==> config.mk <==
export PLATFORM = sky130hd
export DESIGN_NAME = pphp_port
export DESIGN_NICKNAME = d
export VERILOG_FILES = /design/src/pphp_pkg.sv /design/src/pphp_sync2.sv /design/src/pphp_timer.sv /design/src/pphp_port.sv
export SDC_FILE = /design/constraint.sdc
export NUM_CORES = 1
export LEC_CHECK = 0
export BUFFER_PORTS_ARGS = -buffer_cell sky130_fd_sc_hd__clkbuf_2
export CORE_MARGIN = 3
export CORE_UTILIZATION = 49
export CTS_BUF_LIST = sky130_fd_sc_hd__clkbuf_16
export DETAILED_ROUTE_END_ITERATION = 7
export PLACE_DENSITY = 0.69
export SKIP_CTS_REPAIR_TIMING = 1
export SYNTH_ARGS = -nofsm -noshare
export SYNTH_HDL_FRONTEND = slang
export SYNTH_SLANG_ARGS = --single-unit
==> constraint.sdc <==
create_clock -name clk -period 2.05 [get_ports clk]
set_input_delay 0.41 -clock clk [delete_from_list [all_inputs] [get_ports clk]]
set_output_delay 0.41 -clock clk [all_outputs]
set_load 0.01 [all_outputs]
==> src/pphp_pkg.sv <==
package pphp_pkg;
    // register byte offsets on the apb slave
    localparam logic [7:0] PPHP_REG_CMD = 8'h00;
    localparam logic [7:0] PPHP_REG_DOUT = 8'h04;
    localparam logic [7:0] PPHP_REG_DIN = 8'h08;
    localparam logic [7:0] PPHP_REG_STATUS = 8'h0c;
    localparam logic [7:0] PPHP_REG_AUX = 8'h10;
    localparam logic [7:0] PPHP_REG_DIRECT = 8'h14;
    localparam logic [7:0] PPHP_REG_DELAY = 8'h18;
    // command register field positions
    localparam int PPHP_CMD_GO = 0;
    localparam int PPHP_CMD_INPUT = 1;
    localparam int PPHP_CMD_WORD = 2;
    localparam int PPHP_CMD_PAIR = 3;
    localparam int PPHP_CMD_IFRST = 4;
    // reset values
    localparam logic [7:0] PPHP_DELAY_RST = 8'h04;
    localparam logic [1:0] PPHP_AUX_RST = 2'h0;
    // peripheral reset pulse: least time, rounded up to whole cycles
    localparam int PPHP_CLK_MHZ = 100;
    localparam int PPHP_RESET_US = 15;
    localparam logic [10:0] PPHP_RESET_CYC =
        11'(PPHP_RESET_US * PPHP_CLK_MHZ);
    typedef enum logic [2:0] {
        PPHP_S_IDLE = 3'b000,
        PPHP_S_ARM = 3'b001,
        PPHP_S_DELAY = 3'b010,
        PPHP_S_STROBE = 3'b011,
        PPHP_S_RDYWAIT = 3'b100
    } pphp_fsm_t;
endpackage

==> src/pphp_sync2.sv <==
`timescale 1ns/1ps
module pphp_sync2 (
    // clock and reset
    input wire logic clk,
    input wire logic rst,
    // raw level and its synchronised view
    input wire logic d,
    output logic q,
    output logic rise,
    output logic fall
);
    typedef struct packed {
        logic s1;
        logic s2;
        logic s3;
    } pphp_sync_t;
    pphp_sync_t st_q, st_d;

    // s1 only feeds s2; edges are taken between s2 and s3
    always_comb begin
        st_d = '{s1: d, s2: st_q.s1, s3: st_q.s2};
    end

    always_ff @(posedge clk) begin
        if (rst) begin
            st_q <= '0;
        end else begin
            st_q <= st_d;
        end
    end

    // one pulse per transition of the flag
    assign q = st_q.s2;
    assign rise = st_q.s2 & ~st_q.s3;
    assign fall = ~st_q.s2 & st_q.s3;
endmodule

==> src/pphp_timer.sv <==
`timescale 1ns/1ps
module pphp_timer #(
    parameter int W = 8
) (
    // clock and reset
    input wire logic clk,
    input wire logic rst,
    // load a count, busy until it has run down
    input wire logic load,
    input wire logic [W-1:0] value,
    output logic busy
);
    typedef struct packed {
        logic [W-1:0] cnt;
    } pphp_tmr_t;
    pphp_tmr_t st_q, st_d;

    // a reload restarts the count, which suits repeated interface resets
    always_comb begin
        st_d = st_q;
        if (load) begin
            st_d.cnt = value;
        end else if (st_q.cnt != '0) begin
            st_d.cnt = st_q.cnt - W'(1);
        end
    end

    always_ff @(posedge clk) begin
        if (rst) begin
            st_q <= '0;
        end else begin
            st_q <= st_d;
        end
    end

    assign busy = (st_q.cnt != '0);
endmodule

==> src/pphp_port.sv <==
`timescale 1ns/1ps
// Functional notes
// pulse mode starts the next transfer once the strobe clears, no ready
// output: direction low, data out, strobe delay, then strobe set
// ready-to-busy flag edge clears the strobe by itself
// peripheral takes output data before strobe clears (busy pulses)
// input: direction high, then strobe set, no ready check; code sets both on one edge and checks ready in full mode
// busy-edge clocking: peripheral settles data before going busy
// pulse ready-edge clocking: sample after strobe clears
// ready pulses: busy clears strobe; data valid while strobe set
// ready-pulse peripherals: pulse mode or full mode, inverted flag
// ready pulses, busy-edge: data settled before flag returns busy
// ready pulses, ready-edge: data settled before flag goes ready
// interface reset pulses peripheral reset low at least 15 us
// interface reset clears the strobe
// interface reset zeroes data out only when clear option fitted
// interface reset leaves aux outputs and direction alone
// bytes by default, most significant byte first
// word commands and direct register move full 16-bit words
// byte output on low eight lines, upper eight driven zero
// data line levels follow configured polarity
// full mode starts only with strobe clear and flag ready
// direction high for input, low for output, fixed polarity
// a static input selects full or pulse handshake
// flag synchronised, each edge acted on exactly once
module pphp_port
    import pphp_pkg::*;
(
    // clock and reset
    input wire logic clk,
    input wire logic rst,
    // apb slave
    input wire logic psel,
    input wire logic penable,
    input wire logic pwrite,
    input wire logic [7:0] paddr,
    input wire logic [31:0] pwdata,
    output logic [31:0] prdata,
    output logic pready,
    output logic pslverr,
    // static configuration
    input wire logic handshake_mode_select,
    input wire logic busy_edge_clocking,
    input wire logic strobe_active_low,
    input wire logic flag_active_low,
    input wire logic data_active_low,
    input wire logic dout_clear_fitted,
    // peripheral link
    input wire logic peripheral_flag,
    input wire logic [15:0] data_in,
    output logic peripheral_control_strobe,
    output logic direction_in,
    output logic [15:0] data_out,
    output logic aux_output_zero,
    output logic aux_output_one,
    output logic periph_reset_n
);
    import pphp_pkg::*;

    typedef struct packed {
        pphp_fsm_t fsm;
        logic inp;
        logic word;
        logic pair;
        logic second;
        logic [15:0] tx;
        logic [15:0] rx;
        logic rx_valid;
        logic strobe;
        logic strobe_pin;
        logic dir_pin;
        logic [15:0] dout_pin;
        logic [1:0] aux;
        logic [1:0] aux_pin;
        logic [7:0] dly;
        logic ifc_rst;
        logic preset_n;
        logic [31:0] prdata;
        logic pready;
        logic pslverr;
    } pphp_state_t;
    pphp_state_t st_q, st_d;

    logic flag_s;
    logic flag_rise;
    logic flag_fall;
    logic busy_lvl;
    logic to_busy;
    logic to_ready;
    logic dly_load;
    logic dly_busy;
    logic rst_busy;
    logic [15:0] pol;
    logic [15:0] din_l;
    logic [15:0] tx_l;
    logic acc;
    logic wr;
    logic rd;
    logic pulse;

    pphp_sync2 u_flag (
        .clk(clk),
        .rst(rst),
        .d(peripheral_flag),
        .q(flag_s),
        .rise(flag_rise),
        .fall(flag_fall)
    );

    pphp_timer #(.W(8)) u_dly (
        .clk(clk),
        .rst(rst),
        .load(dly_load),
        .value(st_q.dly),
        .busy(dly_busy)
    );

    pphp_timer #(.W(11)) u_prst (
        .clk(clk),
        .rst(rst),
        .load(st_q.ifc_rst),
        .value(PPHP_RESET_CYC),
        .busy(rst_busy)
    );

    // flag polarity folded in so busy means busy whatever the pin sense
    assign busy_lvl = flag_s ^ flag_active_low;
    assign to_busy = flag_active_low ? flag_fall : flag_rise;
    assign to_ready = flag_active_low ? flag_rise : flag_fall;
    assign pulse = handshake_mode_select;
    assign pol = {16{data_active_low}};
    assign din_l = data_in ^ pol;
    // byte sequence: high byte first when a pair is sent
    always_comb begin
        if (st_q.word) begin
            tx_l = st_q.tx;
        end else if (st_q.pair && !st_q.second) begin
            tx_l = {8'h00, st_q.tx[15:8]};
        end else begin
            tx_l = {8'h00, st_q.tx[7:0]};
        end
    end
    // a request completes at the edge where pready is seen high
    assign acc = psel & penable & st_q.pready;
    assign wr = acc & pwrite;
    assign rd = acc & ~pwrite;
    assign dly_load = (st_q.fsm == PPHP_S_ARM) && !st_q.inp && !st_q.ifc_rst
        && (pulse || (!busy_lvl && !st_q.strobe));

    // one next-state process for bus, handshake and reset actions
    always_comb begin
        logic [15:0] cap;
        logic done;
        cap = st_q.rx;
        done = 1'b0;
        st_d = st_q;
        st_d.ifc_rst = 1'b0;
        // apb: one wait cycle, then the answer
        st_d.pready = psel & penable & ~st_q.pready;
        if (psel && penable && !st_q.pready) begin
            st_d.pslverr = 1'b0;
            st_d.prdata = 32'h0000_0000;
            unique case (paddr)
                PPHP_REG_CMD: st_d.prdata = 32'h0000_0000;
                PPHP_REG_DOUT: st_d.prdata = {16'h0000, st_q.tx};
                PPHP_REG_DIN: st_d.prdata = {16'h0000, st_q.rx};
                PPHP_REG_STATUS: st_d.prdata = {27'h0, st_q.rx_valid,
                    ~st_q.preset_n, busy_lvl, st_q.strobe,
                    st_q.fsm != PPHP_S_IDLE};
                PPHP_REG_AUX: st_d.prdata = {30'h0, st_q.aux};
                PPHP_REG_DIRECT: st_d.prdata = {16'h0000, din_l};
                PPHP_REG_DELAY: st_d.prdata = {24'h0, st_q.dly};
                default: st_d.pslverr = 1'b1;
            endcase
        end
        // register writes and read side effects
        if (wr) begin
            unique case (paddr)
                PPHP_REG_CMD: begin
                    if (pwdata[PPHP_CMD_IFRST]) begin
                        st_d.ifc_rst = 1'b1;
                    end else if (pwdata[PPHP_CMD_GO]
                                 && st_q.fsm == PPHP_S_IDLE) begin
                        st_d.inp = pwdata[PPHP_CMD_INPUT];
                        st_d.word = pwdata[PPHP_CMD_WORD];
                        st_d.pair = pwdata[PPHP_CMD_PAIR];
                        st_d.second = 1'b0;
                        st_d.fsm = PPHP_S_ARM;
                    end
                end
                PPHP_REG_DOUT: st_d.tx = pwdata[15:0];
                PPHP_REG_AUX: st_d.aux = pwdata[1:0];
                PPHP_REG_DELAY: st_d.dly = pwdata[7:0];
                PPHP_REG_DIRECT: begin
                    // no handshake: only data lines and direction move
                    if (st_q.fsm == PPHP_S_IDLE) begin
                        st_d.dout_pin = pwdata[15:0] ^ pol;
                        st_d.dir_pin = 1'b0;
                    end
                end
                default: st_d.tx = st_q.tx;
            endcase
        end
        if (rd && paddr == PPHP_REG_DIN) begin
            st_d.rx_valid = 1'b0;
        end
        if (rd && paddr == PPHP_REG_DIRECT && st_q.fsm == PPHP_S_IDLE) begin
            st_d.dir_pin = 1'b1;
        end
        // handshake sequencer
        unique case (st_q.fsm)
            PPHP_S_IDLE: st_d.fsm = st_d.fsm;
            PPHP_S_ARM: begin
                // pulse mode skips the ready check
                if (pulse || (!busy_lvl && !st_q.strobe)) begin
                    st_d.dir_pin = st_q.inp;
                    if (st_q.inp) begin
                        st_d.strobe = 1'b1;
                        st_d.fsm = PPHP_S_STROBE;
                    end else begin
                        st_d.dout_pin = tx_l ^ pol;
                        st_d.fsm = PPHP_S_DELAY;
                    end
                end
            end
            PPHP_S_DELAY: begin
                if (!dly_busy) begin
                    st_d.strobe = 1'b1;
                    st_d.fsm = PPHP_S_STROBE;
                end
            end
            PPHP_S_STROBE: begin
                if (to_busy) begin
                    st_d.strobe = 1'b0;
                    if (!st_q.inp) begin
                        done = 1'b1;
                    end else if (busy_edge_clocking || pulse) begin
                        cap = din_l;
                        done = 1'b1;
                    end else begin
                        st_d.fsm = PPHP_S_RDYWAIT;
                    end
                end
            end
            PPHP_S_RDYWAIT: begin
                if (to_ready) begin
                    cap = din_l;
                    done = 1'b1;
                end
            end
            default: st_d.fsm = PPHP_S_IDLE;
        endcase
        // store captured input; the msb byte of a pair comes first
        if (done) begin
            if (st_q.inp) begin
                if (st_q.word) begin
                    st_d.rx = cap;
                end else if (st_q.pair && !st_q.second) begin
                    st_d.rx = {cap[7:0], 8'h00};
                end else if (st_q.pair) begin
                    st_d.rx = {st_q.rx[15:8], cap[7:0]};
                end else begin
                    st_d.rx = {8'h00, cap[7:0]};
                end
            end
            if (st_q.pair && !st_q.word && !st_q.second) begin
                st_d.second = 1'b1;
                st_d.fsm = PPHP_S_ARM;
            end else begin
                st_d.fsm = PPHP_S_IDLE;
                st_d.rx_valid = st_q.rx_valid | st_q.inp;
            end
        end
        // interface reset wins over the sequencer, not over aux or dir
        if (st_q.ifc_rst) begin
            st_d.fsm = PPHP_S_IDLE;
            st_d.strobe = 1'b0;
            st_d.second = 1'b0;
            if (dout_clear_fitted) begin
                st_d.dout_pin = 16'h0000;
            end else begin
                st_d.dout_pin = st_q.dout_pin;
            end
            st_d.aux = st_q.aux;
            st_d.dir_pin = st_q.dir_pin;
        end
        st_d.strobe_pin = st_d.strobe ^ strobe_active_low;
        // a set aux bit drives its line low
        st_d.aux_pin = ~st_d.aux;
        st_d.preset_n = ~(st_q.ifc_rst | rst_busy);
    end

    always_ff @(posedge clk) begin
        if (rst) begin
            st_q <= '0;
            st_q.fsm <= PPHP_S_IDLE;
            st_q.dly <= PPHP_DELAY_RST;
            st_q.aux <= PPHP_AUX_RST;
            st_q.aux_pin <= ~PPHP_AUX_RST;
            // a low-true strobe must not look set while reset is held
            st_q.strobe_pin <= strobe_active_low;
            st_q.preset_n <= 1'b1;
        end else begin
            st_q <= st_d;
        end
    end

    // every output straight from the state register
    assign prdata = st_q.prdata;
    assign pready = st_q.pready;
    assign pslverr = st_q.pslverr;
    assign peripheral_control_strobe = st_q.strobe_pin;
    assign direction_in = st_q.dir_pin;
    assign data_out = st_q.dout_pin;
    // aux lines are kept at pin level so no gate follows the flop
    assign aux_output_zero = st_q.aux_pin[0];
    assign aux_output_one = st_q.aux_pin[1];
    assign periph_reset_n = st_q.preset_n;

    // helper: length of the current low phase of the peripheral reset
    logic [11:0] low_cnt_q;
    always_ff @(posedge clk) begin
        if (rst || st_q.preset_n) begin
            low_cnt_q <= 12'h000;
        end else if (low_cnt_q != 12'hfff) begin
            low_cnt_q <= low_cnt_q + 12'h001;
        end
    end
endmodule

==> impl_metrics.ini <==
[detailed_routing]
viasPerCell = 5.85
ant_nets = 0
avgRoutedWirePerCell_um = 17.7
route.detailed.drc = 0
num_vias = 6190
drt-total-wl_um = 18800
drt_iter0_markers = 573
drt_pass1_iterations = 5

[synth]
synth.avg_cell_area_um2 = 8.32
yosysMostFrequentCell = dfxtp_1
synthCells = 800
synth_compound_area_frac = 0.217
synthXorXnorAreaFrac = 0.0671
synth_area_leaders = dfxtp_1, a21oi_1, buf_4
synth_common_cells = dfxtp_1, nand2_1, a21oi_1, buf_4, nor2_1
yosys_warnings = 0
ys_ff_latch = 113
synth_top_family_by_area = compound AO/OA/AOI/OAI gates
yosysTopAreaCell = dfxtp_1
synth_mux_area_frac = 0.0530
synthAdderAreaFrac = 0.00564
synth-simple-area-share = 0.208
synth-edff-count = 0
synth_top_area_frac = 0.340
synth_cell_types = 76
ys_seq_area_frac = 0.340
synth-main-ff-cell = dfxtp_1
synth_area_um2 = 6660
async_flop_share = 0

[critical_path]
crit_type = flip-flop to flip-flop
cp_data_arrival_time_ps = 2300
worst_setup_path_start_kind = flip-flop
cp_max_fo = 16
required_ps = 2370
critical_path.endpoint_type = flip-flop

[clocking]
cts_buffers = 17
cts_root_buf = clkbuf_16
clock_path_buffers = 2
tritoncts = done
clock_sinks = 113
insertion_delay_ps = 410
cts_max_level = 4
clk_pin_slew_ps = 50

[flow_run]
max_cap_violations = 0

[timing]
max_freq_mhz = 506
post-route-min-period_ps = 1980
tightest_slew_ps = 830
hold_violations = 0
fin_crit_sh = 0.964
slew_headroom = 0.445
slew_violations = 0
hold_ws_ps = 208
fin_skew_ps = 6.21
fin_tns_setup_ps = 0
final-setup-viol-count = 0
grt_setup_unrepaired = false

[grt]
use_met1 = 0.345
antenna_found_initial = 0
top_usage_layer = met2
grt_first_pass_wirelength_um = 30100
grt_pass1_vias = 5801
grt_max_degree = 38
met3_usage = 0.0401
grtUsageMet2 = 0.408
grtUsageTotal = 0.256
gr-total-overflow = 0

[final_layout]
area_growth_pct = 15.4
diodes = 0
drive_gt1_frac = 0.219
design_area_um2 = 7680
final_nets = 945

[placement]
placedInstanceArea_um2 = 7150
dpl.hpwl_um = 14000
gp_congestion = 0.949
port_buffers = 90

[pwr]
p_per_area_nw_per_um2 = 867
p_leak_uw = 0.00295
vdd_drop_max_mv = 0.883

[floorplan]
die_area_um2 = 15000
pin_count = 123
fp.coreArea_um2 = 12900
die_w_um = 123
dieHeight_um = 123
initial_utilization = 0.515
rows = 41

[outcome]
status = completed

[hold_path]
hp-class = input pin to flip-flop
[layer usage]
layer | up-vias | share of wire | wire [um]
met5 | - | 0 | 0
met4 | 0 | 0.027 | 505
met3 | 43 | 0.079 | 1470
met2 | 275 | 0.46 | 8690
met1 | 2914 | 0.43 | 8100
li1 | 2958 | - | -
[worst max-delay path, stage by stage (launching register included)]
cell and delay, ps:
dfxtp_1 400, or3b_1 460, o21bai_2 280, a221oi_4 320, buf_12 180, o21ai_0 80
a31oi_1 170
[per-stage QoR]
step | std cells | power, uW | utilization | worst slack [ps]
after floorplan | 815 | 3740 | - | 288
after global placement | 1027 | 4040 | 0.553 | -8.12
after detailed placement | 1027 | 4120 | 0.553 | -64.3
after CTS | 1059 | 6690 | 0.593 | 22.0
after global routing | 1059 | 7010 | 0.594 | 2.13
final | 1059 | 6660 | 0.594 | 73.4
[logic make-up (layout without fill, tap and decap cells)]
kind of cell / after synthesis / after routing
DFF: 113 / 113
xor gates and xnor gates: 51 / 51
muxes: 35 / 35
other: 1 / 16
and+or+nand+nor: 253 / 253
buffers and inverters: 120 / 192
AOI/OAI and AO/OA: 224 / 224
adders and majority gates: 3 / 3
[layout make-up]
cell class | count | area (um^2)
Tap cell | 172 | 215
Timing Repair Buffer | 142 | 878
Clock buffer | 17 | 425
Sequential cell | 113 | 2260
Fill cell | 1156 | 5250
Clock inverter | 15 | 88.8
Multi-Input combinational cell | 582 | 3740
Inverter | 18 | 67.6
[where the power goes]
part	internal, uW	switching (uW)	total, uW
clock	1600	961	2560
sequential	2380	197	2580
combinational	711	806	1520
[path summary, 6_finish.rpt]
check / startpoint / end / depth (start not counted) / slack, ps
worst min-delay path: peripheral_flag / u_flag.st_d[1] / 2 / 210
worst max register to register: st_q[105] / st_q[82] / 6 / 70
worst max-delay path: st_q[105] / st_q[82] / 6 / 70
worst min register to register: u_flag.st_d[1] / u_flag.q / 1 / 450
[state kept, by name (all words and copies together) (netlist names), 8 cells and up]
register,cells
data_out,16
prdata,16
st_q,52
u_dly.st_q,8
u_prst.st_q,11
[cell usage in the layout, fill, tap and decap left out, drive strengths merged, types with 24 or more instances in the layout]
cell type	count
nor2	42
dfxtp	113
o21ai	33
inv	24
buf	52
nand2	93
clkbuf	107
mux2i	33
xnor2	38
a21oi	83
nor3	32
No activity file was read; power rests on OpenSTA's default activity.
